[src/rtl/wake_offload_pkg.sv]
// Constants, field layout and carrier types for the wake and offload
// control/status register bank.
// Assumes a 12-bit AXI4-Lite byte address space and a single 100 MHz clock.
package wake_offload_pkg;

   // Bus geometry
   localparam int          ADDR_W = 12;
   localparam int          DATA_W = 32;
   localparam int          STRB_W = 4;

   // Register byte addresses
   localparam logic [11:0] CTL_OFFSET        = 12'h600;
   localparam logic [11:0] IRQ_STAT_OFFSET   = 12'h604;
   localparam logic [11:0] IRQ_MASK_OFFSET   = 12'h608;
   localparam logic [11:0] RESUME_OPT_OFFSET = 12'h60C;

   // Control/status word field positions
   localparam int          CHECKSUM_BYPASS_BIT  = 31;
   localparam int          FWD_ARP_BIT          = 10;
   localparam int          FWD_SOLICIT_BIT      = 9;
   localparam int          ADVERT_SRC_SEL_BIT   = 8;
   localparam int          SOLICIT_SEEN_BIT     = 7;
   localparam int          ARP_SEEN_BIT         = 6;
   localparam int          V6_SYN_SEEN_BIT      = 5;
   localparam int          V4_SYN_SEEN_BIT      = 4;
   localparam int          SOLICIT_OFFLOAD_BIT  = 3;
   localparam int          ARP_OFFLOAD_BIT      = 2;
   localparam int          V6_SYN_WAKE_BIT      = 1;
   localparam int          V4_SYN_WAKE_BIT      = 0;

   // Plain read/write bits and write-one-to-clear bits of the control word
   localparam logic [31:0] CTL_RW_MASK  = 32'h8000_070F;
   localparam logic [31:0] CTL_W1C_MASK = 32'h0000_00F0;
   localparam logic [31:0] CTL_RESET    = 32'h0000_0000;

   // Resume option word
   localparam int          RESUME_OPT_W       = 2;
   localparam int          RES_CLR_STATUS_BIT = 0;
   localparam int          RES_CLR_ENABLE_BIT = 1;

   // Interrupt status and mask layout
   localparam int          IRQ_W           = 5;
   localparam int          IRQ_ARP_BIT     = 0;
   localparam int          IRQ_SOLICIT_BIT = 1;
   localparam int          IRQ_V4_SYN_BIT  = 2;
   localparam int          IRQ_V6_SYN_BIT  = 3;
   localparam int          IRQ_WAKE_BIT    = 4;

   // AXI responses
   localparam logic [1:0]  RESP_OKAY   = 2'h0;
   localparam logic [1:0]  RESP_DECERR = 2'h3;

   // Frame class reported by the receive parser
   typedef enum logic [2:0] {
      FRAME_OTHER   = 3'b000,
      FRAME_ARP     = 3'b001,
      FRAME_SOLICIT = 3'b010,
      FRAME_V4_SYN  = 3'b011,
      FRAME_V6_SYN  = 3'b100
   } frame_kind_e;

   // Result of checks at the end of one received frame
   typedef struct packed {
      logic        done;       // One-cycle end-of-frame strobe
      frame_kind_e kind;       // Frame class
      logic        targets_me; // Addressed to this device
      logic        fcs_ok;     // FCS agrees
      logic        ip_csum_ok; // IP header checksum agrees (1 if none)
      logic        l4_csum_ok; // TCP or ICMP checksum agrees (1 if none)
   } rx_check_s;

   // Decision handed back to the offload and receive datapath
   typedef struct packed {
      logic valid;       // One-cycle, one per rx_check.done
      logic pass;        // Forward the frame to the receive datapath
      logic answer_arp;  // Build an ARP reply
      logic answer_ns;   // Build a neighbor advertisement
      logic wake;        // Raise a wakeup
   } rx_verdict_s;

   // Whole state of the register bank
   typedef struct packed {
      logic                    aw_held;
      logic [ADDR_W-1:0]       awaddr;
      logic                    w_held;
      logic [DATA_W-1:0]       wdata;
      logic [STRB_W-1:0]       wstrb;
      logic                    awready;
      logic                    wready;
      logic                    bvalid;
      logic [1:0]              bresp;
      logic                    arready;
      logic                    rvalid;
      logic [DATA_W-1:0]       rdata;
      logic [1:0]              rresp;
      logic [DATA_W-1:0]       ctl;
      logic [IRQ_W-1:0]        irq_stat;
      logic [IRQ_W-1:0]        irq_mask;
      logic [RESUME_OPT_W-1:0] resume_opt;
      rx_verdict_s             verdict;
      logic                    irq;
      logic                    advert_sel;
   } state_s;

endpackage

[src/rtl/wake_offload_ctrl_status.sv]
// Wake and offload control/status register bank with its receive verdict.
// Assumes an AXI4-Lite master on clk, a receive parser that reports one
// end-of-frame check record per frame on the same clock, and a resume
// sequencer that pulses resume_done on the same clock.
//
// Notes on behaviour
// - With bypass clear, a frame counts only if FCS, IP header and TCP or ICMP checksums all agree.
// - With bypass set, only the FCS must agree and IP, ICMP and TCP checksum errors are ignored.
// - An offloaded ARP frame for this device is forwarded when the forward-ARP bit is 1, else sunk.
// - An offloaded NS frame for this device is forwarded when the forward-NS bit is 1, else sunk.
// - The advertisement source is the solicit destination register when select is set, else the NS target.
// - A valid NS frame sets the NS-seen flag.
// - A valid ARP frame sets the ARP-seen flag, which holds until software writes a one to it.
// - A valid IPv6 SYN frame sets the IPv6 SYN-seen flag, cleared by a software write of one.
// - A valid IPv4 SYN frame sets the IPv4 SYN-seen flag, cleared by a software write of one.
// - A finished resume clears both SYN-seen flags when resume-clears-status is set.
// - NS frames are answered only while NS offload is on.
// - ARP frames are answered only while ARP offload is on.
// - An IPv6 SYN frame wakes only while the IPv6 SYN wake enable is set.
// - An IPv4 SYN frame wakes only while the IPv4 SYN wake enable is set.
// - A finished resume clears both SYN wake enables when resume-clears-enables is set.
`timescale 1ns/1ps

module wake_offload_ctrl_status (
   input  wire logic                                clk,         // 100 MHz clock
   input  wire logic                                reset,       // Synchronous, active high
   input  wire logic [wake_offload_pkg::ADDR_W-1:0] awaddr,      // Write address
   input  wire logic                                awvalid,     // Write address valid
   output logic                                     awready,     // Write address ready
   input  wire logic [wake_offload_pkg::DATA_W-1:0] wdata,       // Write data
   input  wire logic [wake_offload_pkg::STRB_W-1:0] wstrb,       // Write byte lanes
   input  wire logic                                wvalid,      // Write data valid
   output logic                                     wready,      // Write data ready
   output logic [1:0]                               bresp,       // Write response
   output logic                                     bvalid,      // Write response valid
   input  wire logic                                bready,      // Write response ready
   input  wire logic [wake_offload_pkg::ADDR_W-1:0] araddr,      // Read address
   input  wire logic                                arvalid,     // Read address valid
   output logic                                     arready,     // Read address ready
   output logic [wake_offload_pkg::DATA_W-1:0]      rdata,       // Read data
   output logic [1:0]                               rresp,       // Read response
   output logic                                     rvalid,      // Read data valid
   input  wire logic                                rready,      // Read data ready
   input  wire wake_offload_pkg::rx_check_s         rx_check,    // End-of-frame checks
   input  wire logic                                resume_done, // Resume sequence finished
   output wake_offload_pkg::rx_verdict_s            rx_verdict,  // Frame decision, registered
   output logic                                     advert_sel,  // NA source from dest register
   output logic                                     irq          // Level interrupt
);
   import wake_offload_pkg::*;

   state_s            state_reg;
   state_s            state_next;
   logic              do_write;
   logic              checks_ok;
   logic [DATA_W-1:0] wmask;
   logic [DATA_W-1:0] ctl_set;
   logic [IRQ_W-1:0]  irq_set;
   logic [DATA_W-1:0] rd_word;

   // Expand byte-lane strobes into a bit mask
   function automatic logic [DATA_W-1:0] lane_mask(input logic [STRB_W-1:0] strb);
      logic [DATA_W-1:0] m;
      m = '0;
      for (int i = 0; i < STRB_W; i++) begin
         m[i*8 +: 8] = {8{strb[i]}};
      end
      return m;
   endfunction

   // Read data for one address; unmapped locations read zero
   function automatic logic [DATA_W-1:0] read_word(input state_s s,
                                                  input logic [ADDR_W-1:0] a);
      logic [DATA_W-1:0] d;
      d = '0;
      case (a)
         CTL_OFFSET:        d = s.ctl;
         IRQ_STAT_OFFSET:   d[IRQ_W-1:0] = s.irq_stat;
         IRQ_MASK_OFFSET:   d[IRQ_W-1:0] = s.irq_mask;
         RESUME_OPT_OFFSET: d[RESUME_OPT_W-1:0] = s.resume_opt;
         default:           d = '0;
      endcase
      return d;
   endfunction

   // Mapped address check, used by both channels
   function automatic logic is_mapped(input logic [ADDR_W-1:0] a);
      return (a == CTL_OFFSET) || (a == IRQ_STAT_OFFSET) ||
             (a == IRQ_MASK_OFFSET) || (a == RESUME_OPT_OFFSET);
   endfunction

   // Next-state logic: bus slave, register writes, frame events
   always_comb begin
      state_next = state_reg;
      state_next.verdict = '0;
      ctl_set = '0;
      irq_set = '0;
      wmask = lane_mask(state_reg.wstrb);
      do_write = state_reg.aw_held && state_reg.w_held && !state_reg.bvalid;

      // Address and data are latched independently, so either may come first
      if (awvalid && state_reg.awready) begin
         state_next.aw_held = 1'b1;
         state_next.awaddr = awaddr;
      end
      if (wvalid && state_reg.wready) begin
         state_next.w_held = 1'b1;
         state_next.wdata = wdata;
         state_next.wstrb = wstrb;
      end
      if (state_reg.bvalid && bready) begin
         state_next.bvalid = 1'b0;
      end

      // Register writes; clears go first so that hardware sets below win
      if (do_write) begin
         state_next.aw_held = 1'b0;
         state_next.w_held = 1'b0;
         state_next.bvalid = 1'b1;
         state_next.bresp = is_mapped(state_reg.awaddr) ? RESP_OKAY : RESP_DECERR;
         case (state_reg.awaddr)
            CTL_OFFSET: begin
               // Reserved bits fall outside both masks and stay zero
               state_next.ctl = (state_reg.ctl & ~(wmask & CTL_RW_MASK)) |
                                (state_reg.wdata & wmask & CTL_RW_MASK);
               state_next.ctl = state_next.ctl &
                                ~(state_reg.wdata & wmask & CTL_W1C_MASK);
            end
            IRQ_STAT_OFFSET: begin
               state_next.irq_stat = state_reg.irq_stat &
                                     ~(state_reg.wdata[IRQ_W-1:0] & wmask[IRQ_W-1:0]);
            end
            IRQ_MASK_OFFSET: begin
               state_next.irq_mask = (state_reg.irq_mask & ~wmask[IRQ_W-1:0]) |
                                     (state_reg.wdata[IRQ_W-1:0] & wmask[IRQ_W-1:0]);
            end
            RESUME_OPT_OFFSET: begin
               state_next.resume_opt =
                  (state_reg.resume_opt & ~wmask[RESUME_OPT_W-1:0]) |
                  (state_reg.wdata[RESUME_OPT_W-1:0] & wmask[RESUME_OPT_W-1:0]);
            end
            default: begin
               state_next.ctl = state_reg.ctl;
            end
         endcase
      end
      state_next.awready = !state_next.aw_held;
      state_next.wready = !state_next.w_held;

      // Read channel: one outstanding read, answered the cycle after it is taken
      if (state_reg.rvalid && rready) begin
         state_next.rvalid = 1'b0;
      end
      if (arvalid && state_reg.arready) begin
         state_next.rvalid = 1'b1;
         state_next.rdata = read_word(state_reg, araddr);
         state_next.rresp = is_mapped(araddr) ? RESP_OKAY : RESP_DECERR;
      end
      state_next.arready = !state_next.rvalid;

      // Resume completion clears, again ahead of the event sets
      if (resume_done && state_reg.resume_opt[RES_CLR_STATUS_BIT]) begin
         state_next.ctl[V6_SYN_SEEN_BIT] = 1'b0;
         state_next.ctl[V4_SYN_SEEN_BIT] = 1'b0;
      end
      if (resume_done && state_reg.resume_opt[RES_CLR_ENABLE_BIT]) begin
         state_next.ctl[V6_SYN_WAKE_BIT] = 1'b0;
         state_next.ctl[V4_SYN_WAKE_BIT] = 1'b0;
      end

      // Checksum gate: bypass leaves only the FCS in force
      checks_ok = rx_check.fcs_ok &&
                  (state_reg.ctl[CHECKSUM_BYPASS_BIT] ||
                   (rx_check.ip_csum_ok && rx_check.l4_csum_ok));

      // Frame decision; frames failing the checks simply go on untouched
      if (rx_check.done) begin
         state_next.verdict.valid = 1'b1;
         state_next.verdict.pass = 1'b1;
         if (checks_ok) begin
            case (rx_check.kind)
               FRAME_ARP: begin
                  ctl_set[ARP_SEEN_BIT] = 1'b1;
                  irq_set[IRQ_ARP_BIT] = 1'b1;
                  if (state_reg.ctl[ARP_OFFLOAD_BIT] && rx_check.targets_me) begin
                     state_next.verdict.answer_arp = 1'b1;
                     state_next.verdict.pass = state_reg.ctl[FWD_ARP_BIT];
                  end
               end
               FRAME_SOLICIT: begin
                  ctl_set[SOLICIT_SEEN_BIT] = 1'b1;
                  irq_set[IRQ_SOLICIT_BIT] = 1'b1;
                  if (state_reg.ctl[SOLICIT_OFFLOAD_BIT] && rx_check.targets_me) begin
                     state_next.verdict.answer_ns = 1'b1;
                     state_next.verdict.pass = state_reg.ctl[FWD_SOLICIT_BIT];
                  end
               end
               FRAME_V4_SYN: begin
                  ctl_set[V4_SYN_SEEN_BIT] = 1'b1;
                  irq_set[IRQ_V4_SYN_BIT] = 1'b1;
                  state_next.verdict.wake = state_reg.ctl[V4_SYN_WAKE_BIT];
               end
               FRAME_V6_SYN: begin
                  ctl_set[V6_SYN_SEEN_BIT] = 1'b1;
                  irq_set[IRQ_V6_SYN_BIT] = 1'b1;
                  state_next.verdict.wake = state_reg.ctl[V6_SYN_WAKE_BIT];
               end
               default: begin
                  state_next.verdict.pass = 1'b1;
               end
            endcase
         end
      end
      irq_set[IRQ_WAKE_BIT] = state_next.verdict.wake;

      // Sets land last: an event in the clearing cycle is kept
      state_next.ctl = state_next.ctl | ctl_set;
      state_next.irq_stat = state_next.irq_stat | irq_set;
      state_next.irq = |(state_next.irq_stat & state_next.irq_mask);
      state_next.advert_sel = state_next.ctl[ADVERT_SRC_SEL_BIT];
   end

   // State register
   always_ff @(posedge clk) begin
      if (reset) begin
         state_reg <= '{default: '0};
         state_reg.ctl <= CTL_RESET;
      end else begin
         state_reg <= state_next;
      end
   end

   // Outputs straight from the state flops
   assign awready = state_reg.awready;
   assign wready = state_reg.wready;
   assign bvalid = state_reg.bvalid;
   assign bresp = state_reg.bresp;
   assign arready = state_reg.arready;
   assign rvalid = state_reg.rvalid;
   assign rdata = state_reg.rdata;
   assign rresp = state_reg.rresp;
   assign rx_verdict = state_reg.verdict;
   assign advert_sel = state_reg.advert_sel;
   assign irq = state_reg.irq;

   // Addressed word as a plain signal, so the read check samples a net and not a call
   assign rd_word = read_word(state_reg, araddr);
endmodule

[config.mk]
export PLATFORM = sky130hd
export DESIGN_NAME = wake_offload_ctrl_status
export DESIGN_NICKNAME = d
export VERILOG_FILES = /design/src/rtl/wake_offload_pkg.sv /design/src/rtl/wake_offload_ctrl_status.sv
export SDC_FILE = /design/constraint.sdc
export NUM_CORES = 1
export LEC_CHECK = 0
export ABC_AREA = 1
export BUFFER_PORTS_ARGS = -buffer_cell sky130_fd_sc_hd__buf_2
export CAP_MARGIN = 10
export CORE_MARGIN = 3
export CORE_UTILIZATION = 50
export CTS_CLUSTER_SIZE = 40
export DETAILED_ROUTE_END_ITERATION = 12
export PLACE_DENSITY = 0.8
export SYNTH_ARGS = -nofsm -noshare
export SYNTH_HDL_FRONTEND = slang
export SYNTH_SLANG_ARGS = --single-unit
[constraint.sdc]
create_clock -name clk -period 2.3 [get_ports clk]
set_input_delay 0.46 -clock clk [delete_from_list [all_inputs] [get_ports clk]]
set_output_delay 0.46 -clock clk [all_outputs]
set_load 0.02 [all_outputs]
-- Yosys cells after proc, flatten, opt, wreduce, memory -nomap -nowiden
Cells that the tools add are included.
Widths: inputs -> output; s select.
- eq/ne operators: 12
- reduce and logical (&&, ||, !) cells: 30
- multiplexer cells: 37
- bitwise gates (word level): 23
- operators with widths (cell ; count):
    $and 32x32->32 ; 3
    $eq 12x11->1 const B ; 8
    $mux 44 ; 1
    $mux 37 ; 1
    $mux 35 ; 1
    $mux 32 ; 1
    $not 32->32 ; 1
    $not 8->32 ; 1
    $or 32x32->32 ; 1
    $or 32x8->32 ; 1
    $mux 27 ; 1
    $and 5x5->5 ; 4
    $mux 4 ; 5
    $mux 5 ; 3
    $logic_and 1x1->1 ; 13
    $mux 13 ; 1
    $mux 1 ; 12
    $mux 2 ; 6
    $not 5->5 ; 2
    $or 5x5->5 ; 2
    $pmux 3 s3 ; 1
    $pmux 2 s4 ; 1
    $reduce_or 4->1 ; 2
    $logic_or 1x1->1 ; 7
    other kinds (14) ; 23
- output and inout bits: 48
- bits in registers: 142
- input bits: 76
- word-level logic and storage cells: 126

-- Longest topological paths before layout
Gate-level depths: netlist of the first run.
- word-level depth: 9
- gate-level depth with buffers: 12
- mapped depth without buffers: 11

-- Worst setup path after synthesis of the first run
No wires, ideal clock.
- kind: input to register
- from: input port araddr[1] (netlist bit)
- to: register state_reg, in the netlist rdata[10]
- setup time: 0.070 ns
- data required time: 2.230 ns
- buffers on the path: 0
- stages on the path: 5
- path slack: 0.882 ns
- arrival: 1.347 ns
- path through: or2_4 nor3_4 nor3b_4 nand3_1 a21oi_1
- longest elaborated chain between the ends: 2
- ends and longest elaborated chain (element ; line ; source):
    start, declared ; wake_offload_ctrl_status.sv:37 ; input wire logic [wake_offload_pkg::ADDR_W-1:0] araddr,
    $eq 12x11->1 ; wake_offload_ctrl_status.sv:76 ; case (a)
    $mux 27 ; wake_offload_ctrl_status.sv:76 ;
    end signal, assigned ; wake_offload_ctrl_status.sv:229 ; state_reg <= state_next;
    end, declared ; wake_offload_ctrl_status.sv:52 ; state_s state_reg;
Every way passes these cells.
A chain may end at the register's enable or synchronous reset.

-- Worst setup path in the final report of the first run
- from: register state_reg[140] (netlist bit)
- to: register state_reg, in the netlist advert_sel
- longest elaborated chain between the ends: 4
- ends and longest elaborated chain (element ; line ; source):
    $eq 12x11->1 ; wake_offload_ctrl_status.sv:121 ; case (state_reg.awaddr)
    $mux 32 ; wake_offload_ctrl_status.sv:121 ;
    $mux 44 ; wake_offload_ctrl_status.sv:116 ; if (do_write) begin
    $or 32x8->32 ; wake_offload_ctrl_status.sv:217 ; state_next.ctl = state_next.ctl | ctl_set;
Every way passes these cells.

==> results of run 1 <==
worst min-delay path: cells and delay by family:
kind            cells  cell delay, ps
buf+inv             1              70
compound gates      1              70
simple gates        1              70
logic make-up after synthesis:
group | after synthesis
other | 1
AOI/OAI and AO/OA | 94
DFF | 78
and+or+nand+nor | 208
buffers and inverters | 94
final cells by class:
type / count / area (um2) / area share [%]
flip-flops and latches: 78 / 1560 / 38.5
clock buffers: 12 / 155 / 3.83
clock inverters: 3 / 43.8 / 1.08
inverters: 38 / 143 / 3.52
repair buffers: 87 / 448 / 11.1
well taps: 96 / 120 / 2.96
multi-input cells: 322 / 1580 / 39.0
layout by cell type (no fill, tap or decap), drive strengths merged:
| cell | n |
|---|---|
| a21boi | 1 |
| o211ai | 3 |
| clkbuf | 12 |
| bufinv | 1 |
| inv | 37 |
| clkinv | 3 |
| a21oi | 38 |
| nor3 | 4 |
| buf | 87 |
| or2 | 3 |
| dfxtp | 78 |
| nand3 | 36 |
| conb | 20 |
| nand2 | 70 |
| a31oi | 2 |
| nor4 | 2 |
| nor3b | 2 |
| o21ai | 45 |
| a211oi | 4 |
| nor2 | 84 |
| o221ai | 1 |
| nand4 | 7 |
stage by stage:
stage	util [%]	cell area (um2)	total power, mW
global placement	56.1	3850	1.73
detailed placement	56.1	3850	1.74
global route	59.0	4050	2.86
floorplan	-	3660	1.68
CTS	59.0	4050	2.76
finish	59.0	4050	2.74
final timing paths:
path | endpoint | from | cells after the start
hold reg to reg | rdata[2] | rdata[2] | 2
setup reg to reg | advert_sel | state_reg[140] | 8
setup / recovery | advert_sel | state_reg[140] | 8
hold / removal | state_reg[129] | awaddr[0] | 3
metal layers:
layer	vias to the layer above	GRT usage, %	share of wire [%]
met5	-	0	0
met4	0	6.12	1.7
met3	8	6.00	8.6
met2	135	29.8	45
met1	1368	23.3	45
li1	1608	-	-
power by group:
group	internal, mW	switching, mW	total [mW]
registers	1.40	0.0286	1.43
clock network	0.555	0.474	1.03
logic	0.0991	0.186	0.285
==> summary.md, run 1 <==
For the number of cells in the finished layout apart from fillers, the log shows 636. After synthesis, the share of flip-flops with an asynchronous set or reset is 0%. The worst setup path is of the reg2reg kind. The final worst-path cycle share was 70.5%. In the final design database the tool counted 612 nets.

The largest total area in the synthesized netlist belongs to sky130_fd_sc_hd__dfxtp_1. After layout, the minimum clock period comes to 1620 ps. The number of pins exceeding their max-slew limit in the final report was 0; the number of synthesized flops with an enable pin was 0. After clock tree synthesis, the clock-pin slew on the worst setup and hold paths is 70 ps.

Power spread over the standard cell area amounts to 677 nW/um2. After clock tree synthesis, the flow added hold-fix buffers numbering 0. The slack of the worst reg-to-reg path was 680 ps; the width of the die was 90.7 um.

Setup repair after global routing left no endpoint under its margin. The worst setup path is launched from a flip-flop. The number of CTS-inserted buffers was 9; the area growth from synthesis to layout was 12.9%.

At the worst endpoint, the required time is 2540 ps. The tools report the maximum VDD drop as 0.381 mV. Max capacitance violation total: 0.

The quantity of I/O buffers inserted on ports works out to 82. Across the routed clock network, the largest skew measured is 10.6 ps. The number of endpoints failing setup at the final stage came out at 0. Summed over all layers, the routed wires come to 7460 um. The tools report the placed instance count as 621.

The commonest cells after synthesis are sky130_fd_sc_hd__dfxtp_1 (78), sky130_fd_sc_hd__nor2_1 (77), sky130_fd_sc_hd__nand2_1 (68). After synthesis the cells add up to 3590 um2. The count of buffering cells on the critical path with inverters included works out to 0. The min-delay analysis places its worst path in the category in2reg. The tools report the clock tree buffer depth as 2. Cells with a size suffix above 1 make up 23.5% of the layout. By area the synthesized netlist is led by sky130_fd_sc_hd__dfxtp_1 (44%), sky130_fd_sc_hd__buf_4 (8.8%), sky130_fd_sc_hd__nor2_1 (8.1%). Kind of cell with the highest combined delay on the critical path: simple AND/OR/NAND/NOR gates. Area share of the largest cell type after synthesis: 43.5%.

The average via count per standard cell is 4.90. On the worst path, the slowest cell contributes a delay of 340 ps. The number of warnings printed during yosys synthesis is 0. For the worst-skew pair, the clock arrives at the later sink with an insertion delay of 350 ps.

The H-tree depth came out at 3. Row generation in the floorplan step produced 30 rows. Minimum hold slack: 356 ps. Of the post-synthesis cell area, the part taken by muxes is 0%. The cell seen most often among critical-path stages is sky130_fd_sc_hd__nand2_1. In this run the standard cell core region covers 6870 um2.

STA puts the critical path data arrival time at 1870 ps. The signal on the critical path passes through nor2_1, nand2_1, nor2_4, nand2_2, nor2_2, nand2_1, o21ai_1, a21oi_1. The die outline height came out at 90.7 um.

For this run, the leading register cell type out of synthesis is sky130_fd_sc_hd__dfxtp_1. Counting every instance in the synthesized netlist gives 475. The post-layout worst setup margin is 677 ps. Timing-limited maximum frequency: 616 MHz.

The initial antenna violation count was 0; the maximum number of pins on one net before global-route repair was 42. After Yosys synthesis, full adders, half adders and majority gates account for 0% of the synthesized area. Counting the fill cells in the layout gives 665. Counting flops and latches in the post-synthesis netlist gives 78.

Routability-driven placement finished with a final weighted congestion of 0.849. The tools report the number of global-route vias before repair as 2859. For the total number of vias, the log shows 3119. The tools report the clock root buffer master as sky130_fd_sc_hd__clkbuf_8. The largest fanout of any net on the critical path was 13. By area, the combinational part of the netlist is dominated by simple AND/OR/NAND/NOR gates. The initial utilization of the core area, before any placement, comes to 52.2%. The number of routed nets with antenna violations was 0.

The total global routing track utilization was 18.5%. The tools report the number of I/O pins as 124. The analysis attributes to cell leakage a power of 1.81 nW. The floorplan step defined a die boundary enclosing 8230 um2. The run finished with clean final reports. The first detailed-routing pass took 5 iterations. After clock tree synthesis, the repair step resized 0 gates. The cell with the largest stage delay on the worst path was sky130_fd_sc_hd__nor2_4. The setup TNS is 0 ps, and the final-report hold violation count is 0. The synthesized netlist devotes 14.3% of its cell area to compound gates. TritonCTS built the clock tree. For the number of violations reported at the end of detailed-routing iteration 0, the log shows 114.

The most common cell in the synthesized netlist is sky130_fd_sc_hd__dfxtp_1. The run gives 43.5% as the sequential-to-total area share from yosys stat. The detailed-placement wirelength estimate was 5570 um. STA classifies the critical path endpoint as a flip-flop.

The wire length of the first global-routing pass was 12400 um; the clock sink count was 78. Simple-gate share of the synthesized area: 27.6%. For this run, design rule violations remaining after detail routing come to 0. The remaining global-route overflow was 0; the synthesized area divided by synthesized cell count was 7.55 um2. The number of different library cells used by synthesis comes to 37. The tools report the number of antenna repair diodes as 0. After detailed routing, the average wire length per cell comes to 11.7 um. After Yosys synthesis, XOR and XNOR cells account for 0% of the synthesized area.

Prior to clock tree synthesis, the placed netlist has a worst setup slack of 508 ps. In this run the post-CTS setup repair buffer count came out at 0.
No activity file was read; power rests on OpenSTA's default activity.
==> inputs of run 2 (changes only) <==
==> constraint.sdc (replaced) <==
create_clock -name clk -period 1.5 [get_ports clk]
set_input_delay 0.3 -clock clk [delete_from_list [all_inputs] [get_ports clk]]
set_output_delay 0.3 -clock clk [all_outputs]
set_load 0.02 [all_outputs]
==> run 2 against run 1 <==
Against the previous run:
- register-to-register slack got worse by 700 ps
- worst hold slack lost 160 ps
- design area up 9.3%
- the flow now finishes with violations (negative setup slack)
- combinational power rose by 66%
- first-iteration DRC count grew 82%
- non-clock buffer count is 24 higher
- sequential share of layout area decreased by 3.1 points
- count of clock-buffer cells in the layout down 2
- clock power is 73% higher
- via count up 5.3%
- global-route usage rose by 0.71 points
- critical path depth rose by 1
==> summary.md, run 2 (synthesis results as in run 1) <==
Count of standard-cell rows: 30 (unchanged). The clock-pin slew reported for the worst setup and hold paths after clock tree synthesis is 90 ps (+20 ps). The tools report the combinational share of power as 10.6% (+0.2 points). Clock skew: 13.4 ps (+2.83 ps). The class of the tightest hold or removal check is in2reg. The clock tree buffer depth was 2 (unchanged).

The total power per unit cell area was 1000 nW/um2 (+48%). The instance area after placement was 3970 um2 (+3.0%). The remaining global-route overflow was 0 (unchanged). The tools report the required time reported for the critical path endpoint as 1740 ps (-800 ps). The timing-limited maximum frequency is 657 MHz (+6.6%). For hold timing, the worst endpoint is state_reg[104].

The die outline height works out to 90.7 um (unchanged). The minimum hold slack came out at 194 ps (-162 ps). The width of the die is 90.7 um (unchanged), and the power share of the sequential group is 49.4% (-2.7 points).

The flow ran to the end, but the final reports show violations. The area of all placed cells without fillers was 4430 um2 (+9.3%). The clock latency on the worst-skew pair was 350 ps (about the same); the final-report hold violation count was 0 (unchanged). The part of the power in the clock network is 40.0% (+2.5 points), and the time the worst path needs with I/O delays and setup is 1520 ps (-100 ps).

The average routed wire per standard cell was 12.4 um (+5.8%). STA classifies the critical path endpoint as a flip-flop. The H-tree depth was 3 (unchanged); the iteration count of the initial detailed-routing pass was 5 (unchanged). The library cell used most frequently in the layout, excluding fill and tap cells, is sky130_fd_sc_hd__buf_2. The quantity of I/O buffers inserted on ports is 82 (unchanged). The final cell utilization of the core is 64.5% (+5.5 points), and the count of nets after finishing is 636 (+3.9%). For the number of routed nets with antenna violations, the log shows 0 (unchanged). Beginning of the worst register-to-register path: state_reg[134]. For the number of antenna repair diodes, the log shows 0 (unchanged). For the total routed wirelength, the log shows 8200 um (+10%). STA classifies the critical path startpoint as a flip-flop.

The worst hold path begins at wdata[8]. The worst hold path depth came out at 3 (unchanged). The number of fill cells in the layout came out at 595 (-11%).

Average via count per standard cell: 4.97 (+1.3%). The detailed-placement wirelength estimate is 5850 um (+5.0%). Leaving out fill and tap cells, the most frequent cells in the layout are sky130_fd_sc_hd__buf_2 (82), sky130_fd_sc_hd__dfxtp_1 (71), sky130_fd_sc_hd__nor2_1 (70).

The pre-CTS worst setup slack came out at -22.3 ps (-530 ps). TritonCTS built the clock tree. The number of I/O pins was 124 (unchanged); the maximum number of pins on one net before global-route repair was 42 (unchanged). The share of total power consumed by net switching was 25.5% (+0.34 points); the post-layout worst setup margin was -22.4 ps (-700 ps). The share of post-route cells with drive strength above 1 works out to 32.2% (+8.7 points). The max capacitance violation total is 0 (unchanged). For the number of endpoints failing setup at the final stage, the log shows 3 (+3). The final RePlAce weighted congestion was 0.850 (about the same); the final total power was 4.45 mW (+62%).

Setup repair after global routing could not meet its margin everywhere. The endpoint arrival time on the critical path was 1770 ps (-100 ps). The cell-internal power was 3.32 mW (+61%). The run gives 0 (unchanged) as the number of pins exceeding their max-slew limit in the final report. The number of global-route vias before repair is 2926 (+2.3%), and the depth of the worst register-to-register path is 9 (+1). The wire length of the first global-routing pass came out at 12900 um (+4.0%). The checks that failed: negative setup slack. Number of violations reported at the end of detailed-routing iteration 0: 208 (+82%).

The root buffer cell chosen for the clock tree is sky130_fd_sc_hd__clkbuf_8. Final routed DRC violation total: 0 (unchanged). The slack of the worst reg-to-reg path was -20 ps (-700 ps); the initial antenna violation count was 0 (unchanged).

For the total global routing track utilization, the log shows 19.2% (+0.71 points). The run gives 6870 um2 (unchanged) as the area of the placeable core. For the total number of vias, the log shows 3285 (+5.3%). The tools report the number of hold-repair buffers added at the cts stage as 0 (unchanged). The clock sink count is 78 (unchanged). Die outline area: 8230 um2 (unchanged). Initial core utilization: 52.2% (unchanged). The number of CTS-inserted buffers came out at 9 (unchanged).

The cell leakage power was 1.98 nW (+9.6%). The final worst-path cycle share was 101% (+31 points). The tools report the maximum VDD drop as 0.715 mV (+88%).

The largest fanout of any net on the critical path was 4 (-9). The critical setup path kind was reg2reg. Relative to the synthesized area, the layout overhead comes to 23.4%.

Total net switching power: 1.13 mW (+64%).
run 2: cell count changes in the layout (fill, tap and decap cells not counted), sizes merged:
cell | previous run | this run
buf | 87 | 111
clkbuf | 12 | 10
inv | 37 | 39
bufinv | 1 | 2
run 2: per-layer routing:
metal | GRT usage [%] | wire length (um)
met5 | 0 | 0
met4 | 8.67 | 141
met1 | 23.9 | 3440
met2 | 30.8 | 3930
met3 | 5.33 | 696
run 2: worst max-delay path, stage by stage, from the launching register on:
cell and delay (ps):
sky130_fd_sc_hd__dfxtp_2 330, sky130_fd_sc_hd__nor2_2 90, sky130_fd_sc_hd__nand2_1 90, sky130_fd_sc_hd__nor2_4 200
sky130_fd_sc_hd__buf_4 150, sky130_fd_sc_hd__nand2_2 100, sky130_fd_sc_hd__nor2_4 140, sky130_fd_sc_hd__nand2_1 80
sky130_fd_sc_hd__o21ai_0 180, sky130_fd_sc_hd__a21oi_1 70
run 2: final cells by class:
cell class | instances | area [um2] | share of cell area [%]
sequential | 78 | 1570 | 35.5
multi-input combinational | 322 | 1690 | 38.2
inverter | 38 | 145 | 3.28
timing repair buffer | 111 | 673 | 15.2
clock buffer | 10 | 138 | 3.11
tap | 96 | 120 | 2.71
clock inverter | 6 | 91.3 | 2.06
run 2: worst max path at each step:
stage | from | slack [ps] | endpoint | cells past startpoint
6_report | state_reg[134] | -20 | flip-flop | 9
4_1_cts | state_reg[139] | -7 | irq | 12
3_3_place_gp | state_reg[140] | 2 | irq | 11
5_1_grt | state_reg[133] | -160 | flip-flop | 9
3_5_place_dp | araddr[1] | -20 | rdata[1] | 8
2_1_floorplan | bvalid | 120 | irq | 10
run 2: power by group through the flow:
stage               combinational [mW]  clock (mW)  sequential (mW)
floorplan                        0.332           0             2.24
global placement                 0.431           0             2.23
detailed placement               0.443           0             2.24
CTS                              0.463        1.81             2.19
global route                     0.525        1.92             2.21
finish                           0.472        1.78             2.20
run 2: stage by stage:
stage | instances | setup TNS (ps)
finish | 661 | -37.8
global route | 661 | -1070
CTS | 659 | -7.26
detailed placement | 633 | -32.5
global placement | 633 | 0
floorplan | 494 | 0
run 2: timing repair:
action,in CTS,in global routing
gates cloned,0,0
gates resized for setup,15,25
pin swaps,10,10
buffers inserted,10,2
endpoints found under the setup margin,1,15
==> inputs of run 3 (changes only) <==
--- a/config.mk
+++ b/config.mk
@@ -8,11 +8,12 @@
 export ABC_AREA = 1
 export BUFFER_PORTS_ARGS = -buffer_cell sky130_fd_sc_hd__buf_2
 export CAP_MARGIN = 10
-export CORE_MARGIN = 3
-export CORE_UTILIZATION = 50
+export CORE_MARGIN = 2
+export CORE_UTILIZATION = 45
 export CTS_CLUSTER_SIZE = 40
 export DETAILED_ROUTE_END_ITERATION = 12
-export PLACE_DENSITY = 0.8
+export PLACE_DENSITY = 0.76
 export SYNTH_ARGS = -nofsm -noshare
 export SYNTH_HDL_FRONTEND = slang
 export SYNTH_SLANG_ARGS = --single-unit
+export TNS_END_PERCENT = 30
==> constraint.sdc (replaced) <==
create_clock -name clk -period 1.25 [get_ports clk]
set_input_delay 0.25 -clock clk [delete_from_list [all_inputs] [get_ports clk]]
set_output_delay 0.25 -clock clk [all_outputs]
set_load 0.02 [all_outputs]
==> run 3 against run 2 <==
Against the previous run:
- the flow still finishes with violations (negative setup slack)
- first-iteration DRC count down 31%
- clock skew down 5.3 ps
- via count down 0.21%
- sequential power up 20%
- cell count up 3.3%
- worst setup slack worse by 240 ps
- largest cell class unchanged
==> summary.md, run 3 (synthesis results as in run 1) <==
Cell with the largest stage delay on the worst path: sky130_fd_sc_hd__dfxtp_2. Clock root buffer master: sky130_fd_sc_hd__clkbuf_8. The run gives 5.38 mW (+21%) as the final total power. For the required time reported for the critical path endpoint, the log shows 1480 ps (-260 ps). The average routed wire per standard cell is 12.2 um (-1.5%), and the number of endpoints failing setup at the final stage is 19 (+16).

The total routed wirelength is 8350 um (+1.8%). The startpoint identified for the worst register-to-register timing path is state_reg[129]. The detailed-placement wirelength estimate is 6110 um (+4.5%), and the area growth from synthesis to layout is 27.8%. Walking the worst path, the cells encountered are or2_4, nor2_4, nand3_2, nand2_2, nand2_2, nand2_2, nand3_1, nor2_1, nor2_1.

The run gives 3 (unchanged) as the H-tree depth. The final reports fail on negative setup slack. The final routed DRC violation total was 0 (unchanged). The flow ran to the end, but the final reports show violations. The run gives -216 ps (-193 ps) as the pre-CTS worst setup slack. The tools report the number of fill cells in the layout as 700 (+18%). The time the worst path needs with I/O delays and setup was 1510 ps (-11.8 ps). The cell leakage power came out at 2.06 nW (+3.9%). The die outline height was 93.3 um (+2.8%); the largest incremental delay on the critical path was 330 ps (about the same).

The count of buffering cells on the critical path with inverters included is 0 (-1). STA classifies the critical path endpoint as a flip-flop. The number of violations reported at the end of detailed-routing iteration 0 was 144 (-31%).

The largest fanout of any net on the critical path was 5 (+1); the total number of vias was 3278 (-0.21%). Initial core utilization: 46.4% (-5.8 points). The count of nets after finishing was 652 (+2.5%); the die outline area was 8700 um2 (+5.8%).

Number of routed nets with antenna violations: 0 (unchanged). For the clock tree buffer depth, the log shows 2 (unchanged). In the layout the commonest cells are sky130_fd_sc_hd__buf_2 (82), sky130_fd_sc_hd__nor2_1 (72), sky130_fd_sc_hd__dfxtp_1 (70).

The clock sink count was 78 (unchanged); the remaining global-route overflow was 0 (unchanged). For the post-layout worst setup margin, the log shows -261 ps (-238 ps). The setup path with the least slack is of type reg2reg. The type of origin of the critical path is a flip-flop. The endpoint identified for the worst register-to-register timing path is irq. The clock-pin slew reported for the worst setup and hold paths after clock tree synthesis was 80 ps (about the same). The most common library cell in the layout ignoring fill and taps was sky130_fd_sc_hd__buf_2. The tools report the critical path endpoint as irq.

For the final cell utilization of the core, the log shows 59.3% (-5.1 points). The total power per unit cell area was 1170 nW/um2 (+17%); the clock skew was 8.12 ps (-5.28 ps). Final RePlAce weighted congestion: 0.813 (-4.3%). Final-report hold violation count: 0 (unchanged). The clock latency on the worst-skew pair is 360 ps (about the same), and the area of the placeable core is 7730 um2 (+12%).

The maximum VDD drop is 0.608 mV (-15%). The cell family contributing the most delay on the critical path is simple AND/OR/NAND/NOR gates. The minimum hold slack is 137 ps (-57.2 ps), and the average via count per standard cell is 4.80 (-3.4%). The critical path depth in cells is 9 (unchanged). The final worst-path cycle share is 121% (+19 points), and the maximum number of pins on one net before global-route repair is 35 (-17%).

In this design, the critical path's most frequently occurring cell is sky130_fd_sc_hd__nand2_2. The area occupied by multi-input gates was 1730 um2 (+2.2%); the number of global-route vias before repair was 3034 (+3.7%). Start point of the critical path: state_reg[129].

The wire length of the first global-routing pass is 13400 um (+4.2%), and the number of CTS-inserted buffers is 9 (unchanged). The iteration count of the initial detailed-routing pass is 4 (-1), and the endpoint arrival time on the critical path is 1750 ps (-20 ps). The number of cells in the finished layout apart from fillers is 683 (+3.3%). The placed instance count is 663 (+4.7%), and the number of antenna repair diodes is 0 (unchanged). For the area taken by flip-flops and latches, the log shows 1570 um2 (about the same). The depth of the worst register-to-register path is 9 (unchanged), and the count of standard-cell rows is 32 (+6.7%). The run gives 0 (unchanged) as the initial antenna violation count. TritonCTS built the clock tree. The max capacitance violation total is 0 (unchanged), and the width of the die is 93.3 um (+2.8%).

The tools report the number of I/O pins as 124 (unchanged). In this run the worst hold path is classified as in2reg. The share of post-route cells with drive strength above 1 works out to 36.0% (+3.8 points). The tools report the slack of the worst reg-to-reg path as -260 ps (-240 ps). The quantity of I/O buffers inserted on ports is 82 (unchanged), and the number of pins exceeding their max-slew limit in the final report is 0 (unchanged).

Setup repair after global routing could not meet its margin everywhere. The timing-limited maximum frequency was 662 MHz (+0.78%). The total global routing track utilization was 19.5% (+0.32 points).
## run 3: cell count changes in the layout (fill, tap and decap cells not counted), sizes merged
cell      before  now
buf          111  127
clkbuf        10   11
clkinv         3    2
clkinvlp       0    1
inv           39   38
## run 3: worst register-to-register path, stage by stage, from the launching register on
cell                      delay [ps]
sky130_fd_sc_hd__dfxtp_2         330
sky130_fd_sc_hd__or2_4           290
sky130_fd_sc_hd__nor2_4          190
sky130_fd_sc_hd__nand3_2         120
sky130_fd_sc_hd__nand2_2         100
sky130_fd_sc_hd__nand2_2          60
sky130_fd_sc_hd__nand2_2          70
sky130_fd_sc_hd__nand3_1          70
sky130_fd_sc_hd__nor2_1          110
sky130_fd_sc_hd__nor2_1           40
## run 3: per-stage QoR
| step | TNS, ps | area, um2 |
|---|---|---|
| after floorplan | -185 | 3660 |
| after global placement | -3540 | 4170 |
| after detailed placement | -4300 | 4170 |
| after CTS | -2010 | 4470 |
| after global routing | -4260 | 4580 |
| final | -2240 | 4580 |
## run 3: per-layer routing
layer / track usage [%] / share of wire (%)
met1: 24.1 / 43
met2: 33.0 / 48
met3: 4.19 / 7.2
met4: 8.09 / 1.8
met5: 0 / 0
## run 3: repair_timing
action	in CTS	in global routing
hold buffers	0	0
cloned	0	0
endpoints found under the setup margin	23	28
endpoints found under the hold margin	0	0
resized for setup	15	36
buffers inserted	3	1
pin swaps	1	12
## run 3: cell type report
cell class	count	share of cell area (%)
clock buffers	11	3.08
inverters	38	3.17
clock inverters	5	1.77
multi-input cells	322	37.7
well taps	102	2.78
flip-flops and latches	78	34.3
repair buffers	127	17.2
## run 3: how the worst min path moves through the flow
stage,startpoint,to,slack [ps],cells past startpoint
after floorplan,rx_check[7],rx_verdict[4],390,2
after global placement,rdata[3],rdata[3],450,2
after detailed placement,rdata[1],rdata[1],450,2
after CTS,awaddr[5],state_reg[134],130,3
after global routing,awaddr[5],state_reg[134],150,3
final,wdata[8],state_reg[104],140,3
## run 3: report_power, final
part	switching (mW)	internal, mW	total, mW
clock	0.941	1.18	2.12
sequential	0.0639	2.58	2.64
combinational	0.374	0.236	0.610
total	1.38	4.00	5.38
